<file path="src/verilog/evs_cfg.svh">
`ifndef EVS_CFG_SVH
`define EVS_CFG_SVH

// Bit positions shared by the event latch and the enable mask
`define EVS_CMD_ERR_BIT 5
`define EVS_EXE_ERR_BIT 4
`define EVS_DEV_ERR_BIT 3
`define EVS_QRY_ERR_BIT 2
`define EVS_OP_DONE_BIT 0
// Bits 7, 6 and 1 are unused; the latch always reads them as zero, the mask keeps what is written
`define EVS_USED_BITS 8'h3d

// Reset values
`define EVS_MASK_RESET 8'h00
`define EVS_LATCH_RESET 8'h00
`define EVS_QUES_RESET 2'h0

// Event summary position in the status byte
`define EVS_STB_SUMMARY_BIT 5

// Questionable event bits held here
`define EVS_QUES_VOLT_BIT 0
`define EVS_QUES_CURR_BIT 1

// Error code series boundaries (code magnitude)
`define EVS_SER_CMD_LO 10'h064
`define EVS_SER_EXE_LO 10'h0c8
`define EVS_SER_DEV_LO 10'h12c
`define EVS_SER_QRY_LO 10'h190
`define EVS_SER_QRY_HI 10'h1f4

// Error queue
`define EVS_ERRQ_DEPTH 4
`define EVS_ERR_W 10

// Identification string separators
`define EVS_IDENT_SEP 8'h2c
`define EVS_IDENT_JOIN 8'h2d

`endif

</file>
<file path="src/verilog/evs_pkg.sv">
package evs_pkg;

  // Commands issued by the controller
  typedef enum logic [2:0] {
    evs_cmd_none,
    evs_cmd_clear,
    evs_cmd_mask_wr,
    evs_cmd_mask_rd,
    evs_cmd_latch_rd,
    evs_cmd_op_done,
    evs_cmd_ident_rd,
    evs_cmd_err_rd
  } evs_cmd_t;

  // Response path states
  typedef enum logic [1:0] {
    evs_rsp_idle,
    evs_rsp_word,
    evs_rsp_ident
  } evs_rsp_st_t;

  // Identification streamer states
  typedef enum logic {
    evs_id_idle,
    evs_id_send
  } evs_ident_st_t;

endpackage

</file>
<file path="src/verilog/evs_ident_if.sv">
`timescale 1ns/1ps
interface evs_ident_if;
  logic start;
  logic ready;
  logic valid;
  logic last;
  logic [7:0] data;

  modport src (
    input start,
    input ready,
    output valid,
    output last,
    output data
  );

  modport snk (
    output start,
    output ready,
    input valid,
    input last,
    input data
  );
endinterface

</file>
<file path="src/verilog/evs_ident_stream.sv">
`timescale 1ns/1ps
module evs_ident_stream #(
  parameter int LEN = 4,
  parameter logic [8*LEN-1:0] TEXT = '0
) (
  // Clock and synchronised reset
  input wire logic clk,
  input wire logic rst_sync_b,
  // Byte stream towards the response path
  evs_ident_if.src link
);
  import evs_pkg::*;

  localparam int IW = (LEN > 1) ? $clog2(LEN) : 1;
  localparam logic [IW-1:0] LAST_IDX = IW'(LEN - 1);

  // Picks one character, first character at index zero
  function automatic logic [7:0] text_byte(input logic [IW-1:0] idx);
    text_byte = TEXT[8*(LEN-1-int'(idx)) +: 8];
  endfunction

  evs_ident_st_t state_reg, state_next;
  logic [IW-1:0] idx_reg, idx_next;
  logic [7:0] data_reg, data_next;

  // Handshake and position decode
  wire logic sending = (state_reg == evs_id_send);
  wire logic step = sending && link.ready;
  wire logic at_last = (idx_reg == LAST_IDX);
  wire logic [IW-1:0] idx_inc = idx_reg + 1'b1;

  assign link.valid = sending;
  assign link.last = sending && at_last;
  assign link.data = data_reg;

  // Walk the string one character per accepted beat
  always_comb begin
    state_next = state_reg;
    idx_next = idx_reg;
    data_next = data_reg;
    case (state_reg)
      evs_id_idle: begin
        if (link.start) begin
          state_next = evs_id_send;
          idx_next = '0;
          data_next = text_byte('0);
        end
      end
      evs_id_send: begin
        if (step && at_last) begin
          state_next = evs_id_idle;
        end else if (step) begin
          idx_next = idx_inc;
          data_next = text_byte(idx_inc);
        end
      end
      default: begin
        state_next = evs_id_idle;
      end
    endcase
  end

  // State registers
  always_ff @(posedge clk or negedge rst_sync_b) begin
    if (!rst_sync_b) begin
      state_reg <= evs_id_idle;
      idx_reg <= '0;
      data_reg <= 8'h00;
    end else begin
      state_reg <= state_next;
      idx_reg <= idx_next;
      data_reg <= data_next;
    end
  end
endmodule

</file>
<file path="src/verilog/evs_status.sv">
// Functional notes
// - Clear empties the error queue and zeroes all event registers but keeps the mask.
// - Clear also drops any pending operation-complete request.
// - The controller writes an 8-bit mask 0 to 255 which resets to 0.
// - The summary bit is the OR of every latched event ANDed with its mask bit.
// - Latch and mask share bits 5,4,3,2,0; bits 7,6,1 are unused.
// - Mask query returns the mask unchanged and has no side effect.
// - Latch query returns the contents and then clears the whole latch.
// - A logged 100-series error sets the command error bit.
// - A logged 200-series error sets the execution error bit.
// - A logged 300-series error sets the device error bit.
// - A current or voltage fault sets the device error and questionable bit.
// - A logged 400-series error sets the query error bit.
// - Operation complete is set only once all earlier work has finished.
// - A pending operation-complete request never stalls later commands.
// - Identification is manufacturer,model,volt,curr,serial,main-flash.
`timescale 1ns/1ps
`include "evs_cfg.svh"
module evs_status #(
  parameter int ERRQ_DEPTH = `EVS_ERRQ_DEPTH,
  // Identification fields, values arbitrary
  parameter logic [8*4-1:0] MFR_TEXT = "ACME",
  parameter logic [8*6-1:0] MODEL_TEXT = "PSU100",
  parameter logic [8*3-1:0] VOLT_TEXT = "100",
  parameter logic [8*1-1:0] CURR_TEXT = "2",
  parameter logic [8*6-1:0] SERIAL_TEXT = "000000",
  parameter logic [8*3-1:0] MAIN_REV_TEXT = "1.0",
  parameter logic [8*3-1:0] FLASH_REV_TEXT = "1.0"
) (
  // Clock and reset
  input wire logic clk,
  input wire logic rst_b,
  // Commands from the controller
  input wire logic cmd_valid,
  input wire evs_pkg::evs_cmd_t cmd_code,
  input wire logic [7:0] cmd_data,
  output logic cmd_ready,
  // Responses to the controller
  output logic rsp_valid,
  output logic [`EVS_ERR_W-1:0] rsp_data,
  output logic rsp_last,
  input wire logic rsp_ready,
  // Event sources
  input wire logic err_log_valid,
  input wire logic [`EVS_ERR_W-1:0] err_log_code,
  input wire logic curr_err_det,
  input wire logic volt_err_det,
  input wire logic ops_busy,
  // Status outputs
  output logic [7:0] latch_value,
  output logic [7:0] mask_value,
  output logic event_summary,
  output logic [1:0] ques_event,
  output logic [$clog2(ERRQ_DEPTH+1)-1:0] err_count,
  output logic op_done_pending,
  output logic status_clear
);
  import evs_pkg::*;

  localparam int EW = `EVS_ERR_W;
  localparam int CW = $clog2(ERRQ_DEPTH+1);
  localparam logic [CW-1:0] DEPTH_C = CW'(ERRQ_DEPTH);
  // Six separators plus the field characters, so no pad byte leads
  localparam int IDENT_LEN = 6 + ($bits(MFR_TEXT) + $bits(MODEL_TEXT) +
    $bits(VOLT_TEXT) + $bits(CURR_TEXT) + $bits(SERIAL_TEXT) +
    $bits(MAIN_REV_TEXT) + $bits(FLASH_REV_TEXT)) / 8;
  localparam logic [8*IDENT_LEN-1:0] IDENT_TEXT = {MFR_TEXT,
    `EVS_IDENT_SEP, MODEL_TEXT, `EVS_IDENT_SEP, VOLT_TEXT,
    `EVS_IDENT_SEP, CURR_TEXT, `EVS_IDENT_SEP, SERIAL_TEXT,
    `EVS_IDENT_SEP, MAIN_REV_TEXT, `EVS_IDENT_JOIN,
    FLASH_REV_TEXT};

  // Error series decode into event bits
  function automatic logic [7:0] series_bits(input logic [EW-1:0] code);
    series_bits = 8'h00;
    if (code >= `EVS_SER_CMD_LO && code < `EVS_SER_EXE_LO) begin
      series_bits[`EVS_CMD_ERR_BIT] = 1'b1;
    end else if (code >= `EVS_SER_EXE_LO && code < `EVS_SER_DEV_LO) begin
      series_bits[`EVS_EXE_ERR_BIT] = 1'b1;
    end else if (code >= `EVS_SER_DEV_LO && code < `EVS_SER_QRY_LO) begin
      series_bits[`EVS_DEV_ERR_BIT] = 1'b1;
    end else if (code >= `EVS_SER_QRY_LO && code < `EVS_SER_QRY_HI) begin
      series_bits[`EVS_QRY_ERR_BIT] = 1'b1;
    end
  endfunction

  // Reset release through two flip-flops
  logic rst_meta_b, rst_sync_b;
  always_ff @(posedge clk or negedge rst_b) begin
    if (!rst_b) begin
      rst_meta_b <= 1'b0;
      rst_sync_b <= 1'b0;
    end else begin
      rst_meta_b <= 1'b1;
      rst_sync_b <= rst_meta_b;
    end
  end

  evs_rsp_st_t rsp_reg, rsp_next;
  logic [7:0] latch_reg, latch_next;
  logic [7:0] mask_reg, mask_next;
  logic [1:0] ques_reg, ques_next;
  logic pend_reg, pend_next;
  logic [EW-1:0] word_reg, word_next;
  logic [EW-1:0] q_reg [ERRQ_DEPTH];
  logic [EW-1:0] q_next [ERRQ_DEPTH];
  logic [CW-1:0] cnt_reg, cnt_next;

  evs_ident_if ident ();

  // Command decode
  wire logic take = cmd_valid && cmd_ready;
  wire logic take_clear = take && (cmd_code == evs_cmd_clear);
  wire logic take_mask_wr = take && (cmd_code == evs_cmd_mask_wr);
  wire logic take_mask_rd = take && (cmd_code == evs_cmd_mask_rd);
  wire logic take_latch_rd = take && (cmd_code == evs_cmd_latch_rd);
  wire logic take_op_done = take && (cmd_code == evs_cmd_op_done);
  wire logic take_ident = take && (cmd_code == evs_cmd_ident_rd);
  wire logic take_err_rd = take && (cmd_code == evs_cmd_err_rd);
  wire logic take_word = take_mask_rd || take_latch_rd || take_err_rd;

  // Event sources into latch set bits
  wire logic hw_fault = curr_err_det || volt_err_det;
  wire logic op_fire = pend_reg && !ops_busy;
  wire logic [7:0] err_bits =
    err_log_valid ? series_bits(err_log_code) : 8'h00;
  wire logic [7:0] fault_bits =
    hw_fault ? (8'h01 << `EVS_DEV_ERR_BIT) : 8'h00;
  wire logic [7:0] fire_bits =
    op_fire ? (8'h01 << `EVS_OP_DONE_BIT) : 8'h00;
  wire logic [7:0] set_bits =
    (err_bits | fault_bits | fire_bits) & `EVS_USED_BITS;
  wire logic latch_wipe = take_clear || take_latch_rd;

  // Sticky latch, set wins over clear
  assign latch_next =
    (latch_wipe ? 8'h00 : latch_reg) | set_bits;
  assign ques_next = (take_clear ? `EVS_QUES_RESET : ques_reg) |
    {curr_err_det, volt_err_det};
  assign mask_next =
    take_mask_wr ? cmd_data : mask_reg;

  // Operation-complete tracking; a new request re-arms it
  assign pend_next = take_op_done ? 1'b1 :
    ((take_clear || op_fire) ? 1'b0 : pend_reg);

  // Error queue, oldest entry at index zero
  wire logic q_pop = take_err_rd && (cnt_reg != '0);
  wire logic [CW-1:0] cnt_kept = take_clear ? '0 :
    (q_pop ? cnt_reg - 1'b1 : cnt_reg);
  wire logic q_push = err_log_valid && (cnt_kept < DEPTH_C);
  assign cnt_next = q_push ? cnt_kept + 1'b1 : cnt_kept;

  genvar gi;
  generate
    for (gi = 0; gi < ERRQ_DEPTH; gi++) begin : g_queue
      wire logic [EW-1:0] shifted;
      if (gi == ERRQ_DEPTH - 1) begin : g_tail
        assign shifted = q_pop ? '0 : q_reg[gi];
      end else begin : g_body
        assign shifted = q_pop ? q_reg[gi+1] : q_reg[gi];
      end
      assign q_next[gi] = (q_push && cnt_kept == CW'(gi)) ?
        err_log_code : shifted;
    end
  endgenerate

  // Answer word for single-word queries
  wire logic [EW-1:0] err_head = (cnt_reg != '0) ? q_reg[0] : '0;
  always_comb begin
    word_next = word_reg;
    if (take_mask_rd) begin
      word_next = {2'b00, mask_reg};
    end else if (take_latch_rd) begin
      word_next = {2'b00, latch_reg};
    end else if (take_err_rd) begin
      word_next = err_head;
    end
  end

  // Response path sequencing
  always_comb begin
    rsp_next = rsp_reg;
    case (rsp_reg)
      evs_rsp_idle: begin
        if (take_word) begin
          rsp_next = evs_rsp_word;
        end else if (take_ident) begin
          rsp_next = evs_rsp_ident;
        end
      end
      evs_rsp_word: begin
        if (rsp_ready) begin
          rsp_next = evs_rsp_idle;
        end
      end
      evs_rsp_ident: begin
        if (ident.valid && ident.last && rsp_ready) begin
          rsp_next = evs_rsp_idle;
        end
      end
      default: begin
        rsp_next = evs_rsp_idle;
      end
    endcase
  end

  // Handshake and output selection
  assign cmd_ready = (rsp_reg == evs_rsp_idle);
  assign ident.start = take_ident;
  assign ident.ready = (rsp_reg == evs_rsp_ident) && rsp_ready;
  assign rsp_valid = (rsp_reg == evs_rsp_word) ||
    ((rsp_reg == evs_rsp_ident) && ident.valid);
  assign rsp_last = (rsp_reg == evs_rsp_word) ||
    ((rsp_reg == evs_rsp_ident) && ident.last);
  assign rsp_data = (rsp_reg == evs_rsp_ident) ?
    {2'b00, ident.data} : word_reg;
  assign event_summary = |(latch_reg & mask_reg);
  assign latch_value = latch_reg;
  assign mask_value = mask_reg;
  assign ques_event = ques_reg;
  assign err_count = cnt_reg;
  assign op_done_pending = pend_reg;
  assign status_clear = take_clear;

  // Status registers
  always_ff @(posedge clk or negedge rst_sync_b) begin
    if (!rst_sync_b) begin
      latch_reg <= `EVS_LATCH_RESET;
      mask_reg <= `EVS_MASK_RESET;
      ques_reg <= `EVS_QUES_RESET;
      pend_reg <= 1'b0;
    end else begin
      latch_reg <= latch_next;
      mask_reg <= mask_next;
      ques_reg <= ques_next;
      pend_reg <= pend_next;
    end
  end

  // Queue and response registers
  always_ff @(posedge clk or negedge rst_sync_b) begin
    if (!rst_sync_b) begin
      cnt_reg <= '0;
      rsp_reg <= evs_rsp_idle;
      word_reg <= '0;
      for (int i = 0; i < ERRQ_DEPTH; i++) begin
        q_reg[i] <= '0;
      end
    end else begin
      cnt_reg <= cnt_next;
      rsp_reg <= rsp_next;
      word_reg <= word_next;
      q_reg <= q_next;
    end
  end

  evs_ident_stream #(
    .LEN(IDENT_LEN),
    .TEXT(IDENT_TEXT)
  ) u_ident (
    .clk(clk),
    .rst_sync_b(rst_sync_b),
    .link(ident.src)
  );
endmodule

</file>
<file path="config.mk">
export PLATFORM = sky130hd
export DESIGN_NAME = evs_status
export DESIGN_NICKNAME = d
export VERILOG_FILES = /design/src/verilog/evs_pkg.sv /design/src/verilog/evs_ident_if.sv /design/src/verilog/evs_ident_stream.sv /design/src/verilog/evs_status.sv
export VERILOG_INCLUDE_DIRS = /design/src /design/src/verilog
export SDC_FILE = /design/constraint.sdc
export NUM_CORES = 1
export LEC_CHECK = 0
export BUFFER_PORTS_ARGS = -buffer_cell sky130_fd_sc_hd__buf_2
export CORE_MARGIN = 2
export CORE_UTILIZATION = 55
export CTS_BUF_LIST = sky130_fd_sc_hd__clkbuf_4
export DETAILED_ROUTE_END_ITERATION = 10
export GPL_TIMING_DRIVEN = 0
export PLACE_DENSITY = 0.83
export SLEW_MARGIN = 10
export SYNTH_ARGS = -nofsm -noshare
export SYNTH_HDL_FRONTEND = slang
export SYNTH_HIERARCHICAL = 1
export SYNTH_SLANG_ARGS = --single-unit
</file>
<file path="constraint.sdc">
create_clock -name clk -period 3.4 [get_ports clk]
set_clock_uncertainty 0.2 [all_clocks]
set_input_delay 0.68 -clock clk [delete_from_list [all_inputs] [get_ports clk]]
set_output_delay 0.68 -clock clk [all_outputs]
set_load 0.05 [all_outputs]
</file>
==> results_dict.tcl, run 1 <==
set metrics [dict create \
    final-hold-violation-count 0 \
    path_cells "ha_1 -> and3_1 -> ha_1 -> and2_1 -> nand2_1 -> nand2_1 -> buf_2" \
    tritoncts "yes" \
    post_route_cells_drive_above_1_share 0.2250 \
    crit_arrival_ps 2320 \
    final.fill_count 732 \
    vdd_ir_drop_max_v 0.0004665 \
    synth_top_area_share 0.4324 \
    totalWireLength_um 12540 \
    routed_wire_length_per_instance_um 17.71 \
    initial_core_util 0.5680 \
    dpl.hpwl_um 9305 \
    p_total_uw 4721 \
    synth-main-ff-cell "dfrtp_1" \
    final_min_period_over_clock_period 0.9426 \
    ff2ff_setup_slack_ps 270 \
    clockBufferDepth 2 \
    clock-sinks 86 \
    die_area_um2 9827 \
    postCtsResizedCells 0 \
    largest_fanout_on_the_critical_path 9 \
    synth_seq_cells 86 \
    run_status "completed" \
    antenna_left 0 \
    cap_violations 0 \
    remaining_drc_errors 0 \
    synth-warning-count 6 \
    rr_startpoint "err_count[0]" \
    synth.most_common_cell "dfrtp_1" \
    track_usage 0.2648 \
    worst_slew_pin_slew_ps 924.5 \
    worst_ep_required_time_ps 2520 \
    netlist_top_cells_count "dfrtp_1 (86), inv_1 (46), nand2_1 (44)" \
    design_area_um2 5632 \
    cpLargestDelayFamily "flip-flops" \
    netlist_instances 518 \
    first_iteration_detailed_routing_drc_count 367 \
    core_region_area_um2 8763 \
    timing.fmax_ghz 0.3120 \
    drt_pass1_iterations 7 \
    critPathSlowestCell "dfrtp_1" \
    die-width_um 99.13 \
    pre_cts_setup_slack_ps 298.5 \
    synth_largest_area_cell "dfrtp_1" \
    finalSetupViolations 0 \
    slew_viol_final 0 \
    rows 34 \
    grt_setup_unrepaired "false" \
    antenna_violations_before_repair 0 \
    ioPinCount 66 \
    syn_area_um2 4977 \
    synth_edf_count 0 \
    tritoncts.num_buffers 9 \
    r2r-end "q_reg[17]" \
    floorplan.die.height_um 99.13 \
    worst_path_largest_cell_delay_ps 570 \
    critPathLaunchType "flop" \
    min_path_type "reg -> async" \
    first_global_vias 4125 \
    critical_path_class "reg -> out" \
    max_slew_margin 0.3808 \
    fin_nets 640 \
    layout-area-overhead-vs-synth_pct 13.15 \
    worstSkewPairLatency_ps 450 \
    r2r_cells 12 \
    ys_async_sr_fraction 1.000 \
    power-per-cell-area_nw_per_um2 838.3 \
    detail_route.vias_per_cell 6.109 \
    io_buffers 62 \
    finalWorstSetupSlack_ps 195.0 \
    largest_register_ffs 40 \
    synth_sequential_area_ratio 0.4324 \
    fin_crit_ps 3205 \
    clkSlewWorstSetupHoldPaths_ps 140 \
    post_synth_num_cell_types 65 \
    pin_count_of_the_biggest_net_entering_global_routing 45 \
    placed_cell_area_um2 5461 \
    static_leakage_uw 0.002653 \
    grt.overflow.total 0 \
    routabilityCongestion 0.9361 \
    crit_buf_inv 1 \
    setup.worst_path.end_class "output port" \
    htree_num_levels 3 \
    ys_top_cells_by_area "dfrtp_1 (43%), o211ai_1 (4.5%), o21ai_0 (4.2%)" \
    detailroute.via_count 4325 \
    antenna_cells 0 \
    clock_tree.root_cell "clkbuf_4" \
    first_pass_grt_wire_length_um 20820 \
    avgSynthCellArea_um2 9.609 \
]
## through the flow
stage	hold WS [ps]	util	setup TNS, ps	std cells
CTS	148.9	0.6426	0	708
finish	131.6	0.6426	0	708
detailed placement	140.3	0.6232	0	691
global placement	136.3	0.6196	-25790	690
global route	176.4	0.6426	0	708
floorplan	131.2	-	0	520
## timing repair
item                                   4_1_cts  5_1_grt
hold buffers                                 1        0
endpoints found under the hold margin        2        0
buffers inserted                             0        0
## worst reg2reg max path: stages (launching register included)
cell and delay [ps]:
dfrtp_1 400, inv_1 90, ha_1 200, ha_1 270
nand3b_1 320, nor3_1 190, o21ai_1 140, inv_1 120
ha_1 210, nand3b_1 320, o211ai_1 240, o21ai_0 150
a32oi_1 210
## logic make-up after synthesis
| group | count (synthesis) | share of synthesized area |
|---|---|---|
| simple gates | 121 | 0.1330 |
| buf+inv | 80 | 0.07315 |
| fa+ha+maj | 16 | 0.04022 |
| mux | 34 | 0.07516 |
| compound gates | 177 | 0.2383 |
| other cells | 3 | 0.002262 |
| xor+xnor | 1 | 0.005531 |
| flops | 86 | 0.4324 |
## power by group
part / internal (µW) / switching [µW] / total (µW) / leakage (µW)
logic: 803 / 1530 / 2330 / 0.00155
clock network: 306 / 363 / 669 / 0.0000844
registers: 1420 / 301 / 1720 / 0.00102
total: 2530 / 2190 / 4720 / 0.00265
## how the worst max path moves through the flow
stage	start	depth (start not counted)	slack [ps]	endpoint
after CTS	u_ident/idx_reg[1]	7	180	rsp_last
final	u_ident/idx_reg[1]	7	200	rsp_last
after detailed placement	cmd_code[1]	10	300	q_reg[31]
after global routing	err_count[0]	12	7	q_reg[17]
after global placement	rst_sync_b	0	-310	q_reg[33]
after floorplan	err_count[0]	13	450	q_reg[20]
## cells in the final DEF (no fill, tap or decap), types with 16 or more instances in the layout
cell / netlist / final
mux2i_1: 16 / 16
o211ai_1: 30 / 30
inv_1: 46 / 46
buf_2: 11 / 73
dfrtp_1: 86 / 85
nor2_1: 16 / 16
nand2_1: 44 / 44
a32oi_1: 21 / 21
o21ai_1: 16 / 16
o21ai_0: 42 / 42
ha_1: 16 / 16
a21oi_1: 27 / 27
mux2_2: 17 / 17
nor3_1: 19 / 19
## area by class of cell
type,instances,area [µm²],area share
Buffer,33,186.4,0.03310
Sequential cell,86,2156,0.3828
Timing Repair Buffer,64,347.8,0.06176
Inverter,47,177.7,0.03155
Clock inverter,6,85.08,0.01511
Tap cell,108,135.1,0.02399
Clock buffer,10,75.07,0.01333
Multi-Input combinational cell,354,2469,0.4383
## routing by layer
metal  share of wire  up-vias  track usage
met3           0.076       13      0.04638
li1                -     2040            -
met4           0.014        0      0.07165
met1            0.44     2077       0.3723
met5               0        -            0
met2            0.47      195       0.4278
(Power assumes the default switching activity.)
==> run 2, diff against run 1 <==
--- a/config.mk
+++ b/config.mk
@@ -7,6 +7,7 @@
 export NUM_CORES = 1
 export LEC_CHECK = 0
 export BUFFER_PORTS_ARGS = -buffer_cell sky130_fd_sc_hd__buf_2
+export CORE_ASPECT_RATIO = 1.1
 export CORE_MARGIN = 2
 export CORE_UTILIZATION = 55
 export CTS_BUF_LIST = sky130_fd_sc_hd__clkbuf_4
==> results_dict.tcl, run 2 (synthesis results as in run 1) <==
set metrics [dict create \
    run_status "completed" \
    io_buffers 62 \
    die_area_um2 9827 \
    clkSlewWorstSetupHoldPaths_ps 150 \
    tritoncts.num_buffers 9 \
    first_pass_grt_wire_length_um 21070 \
    detail_route.vias_per_cell 6.098 \
    area_of_combinational_cells_with_multiple_inputs_um2 2469 \
    final_min_period_over_clock_period 0.9258 \
    routed.top_layer "met4" \
    final.fill_count 753 \
    cap_violations 0 \
    fin_nets 640 \
    finalSetupViolations 0 \
    dpl.hpwl_um 9353 \
    crit_arrival_ps 2270 \
    ff_latch_area_um2 2156 \
    worstSkewPairLatency_ps 450 \
    largest_fanout_on_the_critical_path 10 \
    mostFrequentLayoutCell "dfrtp_1" \
    critPathLaunchType "flop" \
    post_route_cells_drive_above_1_share 0.2250 \
    wl_met3_um 648 \
    setup.worst_path.end_class "output port" \
    hold_buf_count_cts 1 \
    max_slew_margin 0.3729 \
    antenna_cells 0 \
    p_total_uw 4744 \
    worst_hold_slack_ps 131.1 \
    drt-met1-wl_um 5358 \
    final_standard_cell_utilization_of_the_core 0.6383 \
    final-hold-violation-count 0 \
    worst_slew_pin_slew_ps 936.4 \
    antenna_violations_before_repair 0 \
    design_area_um2 5635 \
    slew_viol_final 0 \
    core_region_area_um2 8828 \
    placed_cell_area_um2 5461 \
    floorplan.die.height_um 103.8 \
    pin_count_of_the_biggest_net_entering_global_routing 45 \
    rows 36 \
    clock_tree.root_cell "clkbuf_4" \
    vdd_ir_drop_max_v 0.0004264 \
    die-width_um 94.70 \
    track_usage 0.2710 \
    detailroute.via_count 4354 \
    remaining_drc_errors 0 \
    min_path_type "reg -> async" \
    routed_wire_length_per_instance_um 17.79 \
    finalWorstSetupSlack_ps 252.4 \
    post-cts-setup-buffer-count 0 \
    ioPinCount 66 \
    htree_num_levels 3 \
    power-per-cell-area_nw_per_um2 841.9 \
    totalWireLength_um 12700 \
    grt_setup_unrepaired "false" \
    postCtsResizedCells 0 \
    largest_register_ffs 40 \
    layout-area-overhead-vs-synth_pct 13.22 \
    tritoncts "yes" \
    timing.fmax_ghz 0.3177 \
    drt_pass1_iterations 5 \
    initial_core_util 0.5638 \
    clock-sinks 86 \
    static_leakage_uw 0.002646 \
    first_iteration_detailed_routing_drc_count 388 \
    worst_ep_required_time_ps 2520 \
    first_global_vias 4257 \
    clockBufferDepth 2 \
    pre_cts_setup_slack_ps 315.1 \
    fin_crit_ps 3148 \
    final_cell_mix "dfrtp_1 (85), buf_2 (73), inv_1 (46)" \
    met2RoutedLength_um 6410 \
    antenna_left 0 \
    grt.overflow.total 0 \
    routabilityCongestion 0.9121 \
    critical_path_class "reg -> out" \
]
==> run 2: cell count changes in the layout (fill, tap and decap cells not counted), sizes merged <==
cell / before / now
clkbuf: 20 / 19
clkinv: 3 / 2
clkinvlp: 1 / 2
inv: 47 / 48
==> run 2: stage by stage <==
step,TNS (ps),cells
after global placement,-25860,696
after global routing,0,714
after CTS,0,714
after floorplan,0,520
final,0,714
after detailed placement,0,697
==> run 2: power by group <==
group / switching, µW / internal [µW]
combinational: 1520 / 800
clock: 388 / 301
sequential: 315 / 1420
==> run 2: cell type report <==
cell class	count	share of cell area
clock buffer	9	0.01199
timing repair buffer	64	0.06039
buffer	33	0.03308
sequential	86	0.3825
inverter	47	0.03153
clock inverter	7	0.01710
multi-input combinational	354	0.4381
tap	114	0.02531
==> run 2: worst paths after layout <==
path,from,endpoint,slack [ps],depth (start not counted)
max in group asynchronous,rst_sync_b,op_done_pending,2240,1
max,rsp_reg[1],rsp_data[3],250,4
min reg2reg,rst_sync_b,u_ident/link.data[5],130,0
min,rst_sync_b,u_ident/link.data[5],130,0
min in group clk,rst_meta_b,rst_sync_b,170,0
max reg2reg,err_count[0],q_reg[12],270,12
==> run 2: worst max-delay path, stage by stage (launching register included) <==
cell and delay (ps):
dfrtp_1 570, nor2b_1 340, buf_2 310, mux2_2 380, buf_2 220
==> run 2: metal layers <==
metal | vias to the layer above | global-route usage
li1 | 2037 | -
met3 | 28 | 0.04582
met1 | 2149 | 0.3549
met2 | 140 | 0.4569
met4 | 0 | 0.08075
met5 | - | 0
==> run 3, diff against run 2 <==
--- a/config.mk
+++ b/config.mk
@@ -10,7 +10,7 @@
 export CORE_ASPECT_RATIO = 1.1
 export CORE_MARGIN = 2
 export CORE_UTILIZATION = 55
-export CTS_BUF_LIST = sky130_fd_sc_hd__clkbuf_4
+export CTS_BUF_LIST = sky130_fd_sc_hd__clkbuf_16
 export DETAILED_ROUTE_END_ITERATION = 10
 export GPL_TIMING_DRIVEN = 0
 export PLACE_DENSITY = 0.83
==> results_dict.tcl, run 3 (synthesis results as in run 1) <==
set metrics [dict create \
    run_status "completed" \
    clockBufferDepth 2 \
    critPathLaunchType "flop" \
    crit_arrival_ps 3220 \
    dpl.hpwl_um 9353 \
    die_area_um2 9827 \
    largest_register_ffs 40 \
    pin_count_of_the_biggest_net_entering_global_routing 45 \
    final.fill_count 732 \
    worstSkewPairLatency_ps 340 \
    slew_viol_final 0 \
    setup.worst_path.end_class "flop" \
    dp_cells 697 \
    worst_ep_required_time_ps 3460 \
    final_min_period_over_clock_period 0.9296 \
    p_total_uw 5161 \
    initial_core_util 0.5638 \
    post_route_cells_drive_above_1_share 0.2250 \
    io_buffers 62 \
    timing.setup.tns_ps 0 \
    min_path_type "reg -> async" \
    clock_tree.root_cell "clkbuf_16" \
    track_usage 0.2757 \
    power-per-cell-area_nw_per_um2 890.9 \
    first_pass_grt_wire_length_um 21510 \
    fin_nets 640 \
    final-hold-violation-count 0 \
    clkSlewWorstSetupHoldPaths_ps 70 \
    vdd_ir_drop_max_v 0.0004268 \
    first_global_vias 4353 \
    clock-sinks 86 \
    routed_wire_length_per_instance_um 18.29 \
    worst_hold_slack_ps 130.8 \
    cap_violations 0 \
    postCtsResizedCells 0 \
    worst_slew_pin_slew_ps 924.8 \
    antenna_left 0 \
    finalSetupViolations 0 \
    routabilityCongestion 0.9121 \
    timing.fmax_ghz 0.3164 \
    largest_fanout_on_the_critical_path 10 \
    design_area_um2 5793 \
    ioPinCount 66 \
    core_region_area_um2 8828 \
    rows 36 \
    placed_cell_area_um2 5461 \
    antenna_cells 0 \
    totalWireLength_um 13060 \
    detail_route.vias_per_cell 6.137 \
    first_iteration_detailed_routing_drc_count 436 \
    mostFrequentLayoutCell "dfrtp_1" \
    htree_num_levels 3 \
    layout-area-overhead-vs-synth_pct 16.39 \
    die-width_um 94.70 \
    max_slew_margin 0.3806 \
    critical_path_class "reg -> reg" \
    tritoncts.num_buffers 9 \
    grt.overflow.total 0 \
    final_cell_mix "dfrtp_1 (85), buf_2 (73), inv_1 (46)" \
    grt_setup_unrepaired "false" \
    remaining_drc_errors 0 \
    finish.cell_count_without_fillers 714 \
    detailroute.via_count 4382 \
    fin_crit_ps 3161 \
    antenna_violations_before_repair 0 \
    static_leakage_uw 0.002716 \
    drt_pass1_iterations 5 \
    floorplan.die.height_um 103.8 \
    tritoncts "yes" \
]
## run 3: final cells by class
class | count | area, µm² | share of cell area
repair buffers | 64 | 340.3 | 0.05875
clock buffers | 9 | 225.2 | 0.03888
flip-flops and latches | 86 | 2156 | 0.3721
clock inverters | 7 | 96.34 | 0.01663
plain buffers | 33 | 186.4 | 0.03218
multi-input cells | 354 | 2469 | 0.4261
inverters | 47 | 177.7 | 0.03067
well taps | 114 | 142.6 | 0.02462
## run 3: path summary, 6_finish.rpt
kind | start | end | slack, ps | cells past startpoint
worst max-delay path | err_count[0] | q_reg[19] | 240 | 12
worst min-delay path | rst_sync_b | u_ident/link.data[5] | 130 | 0
worst max register to register | err_count[0] | q_reg[19] | 240 | 12
worst min register to register | rst_sync_b | u_ident/link.data[5] | 130 | 0
max in group asynchronous | rst_sync_b | mask_value[2] | 2240 | 1
min in group clk | rst_meta_b | rst_sync_b | 150 | 0
## run 3: critical path, cell delays in order, from the launching register on
cell      delay [ps]
dfrtp_1          370
inv_1             90
ha_1             220
ha_1             290
nand3b_1         330
nor3_1           200
o21ai_1          140
inv_1            120
ha_1             220
nand3b_1         340
o211ai_1         270
o21ai_0          130
a32oi_1          160
## run 3: per-layer routing
layer,wire (µm),track usage,vias up,part of all wire
met5,0,0,-,0
met4,240,0.09524,0,0.018
met3,698,0.02909,22,0.053
met2,6798,0.4777,194,0.52
met1,5321,0.3544,2119,0.41
li1,-,-,2047,-
## run 3: power by group
| part | leakage [µW] | switching, µW | internal (µW) | total [µW] |
|---|---|---|---|---|
| clock | 0.000150 | 427 | 647 | 1070 |
| sequential | 0.00102 | 317 | 1430 | 1740 |
| combinational | 0.00154 | 1540 | 802 | 2340 |
| total | 0.00272 | 2290 | 2870 | 5160 |
## run 3: repair_timing
| action | 4_1_cts | 5_1_grt |
|---|---|---|
| hold endpoints to repair | 2 | 0 |
| hold buffers | 1 | 0 |
| buffers inserted | 0 | 0 |
## run 3: metrics by stage
step | setup WS, ps | util
finish | 239.3 | 0.6562
global route | 49.32 | 0.6562
CTS | 280.3 | 0.6562
detailed placement | 315.1 | 0.6186
global placement | -313.1 | 0.6159
floorplan | 446.3 | -
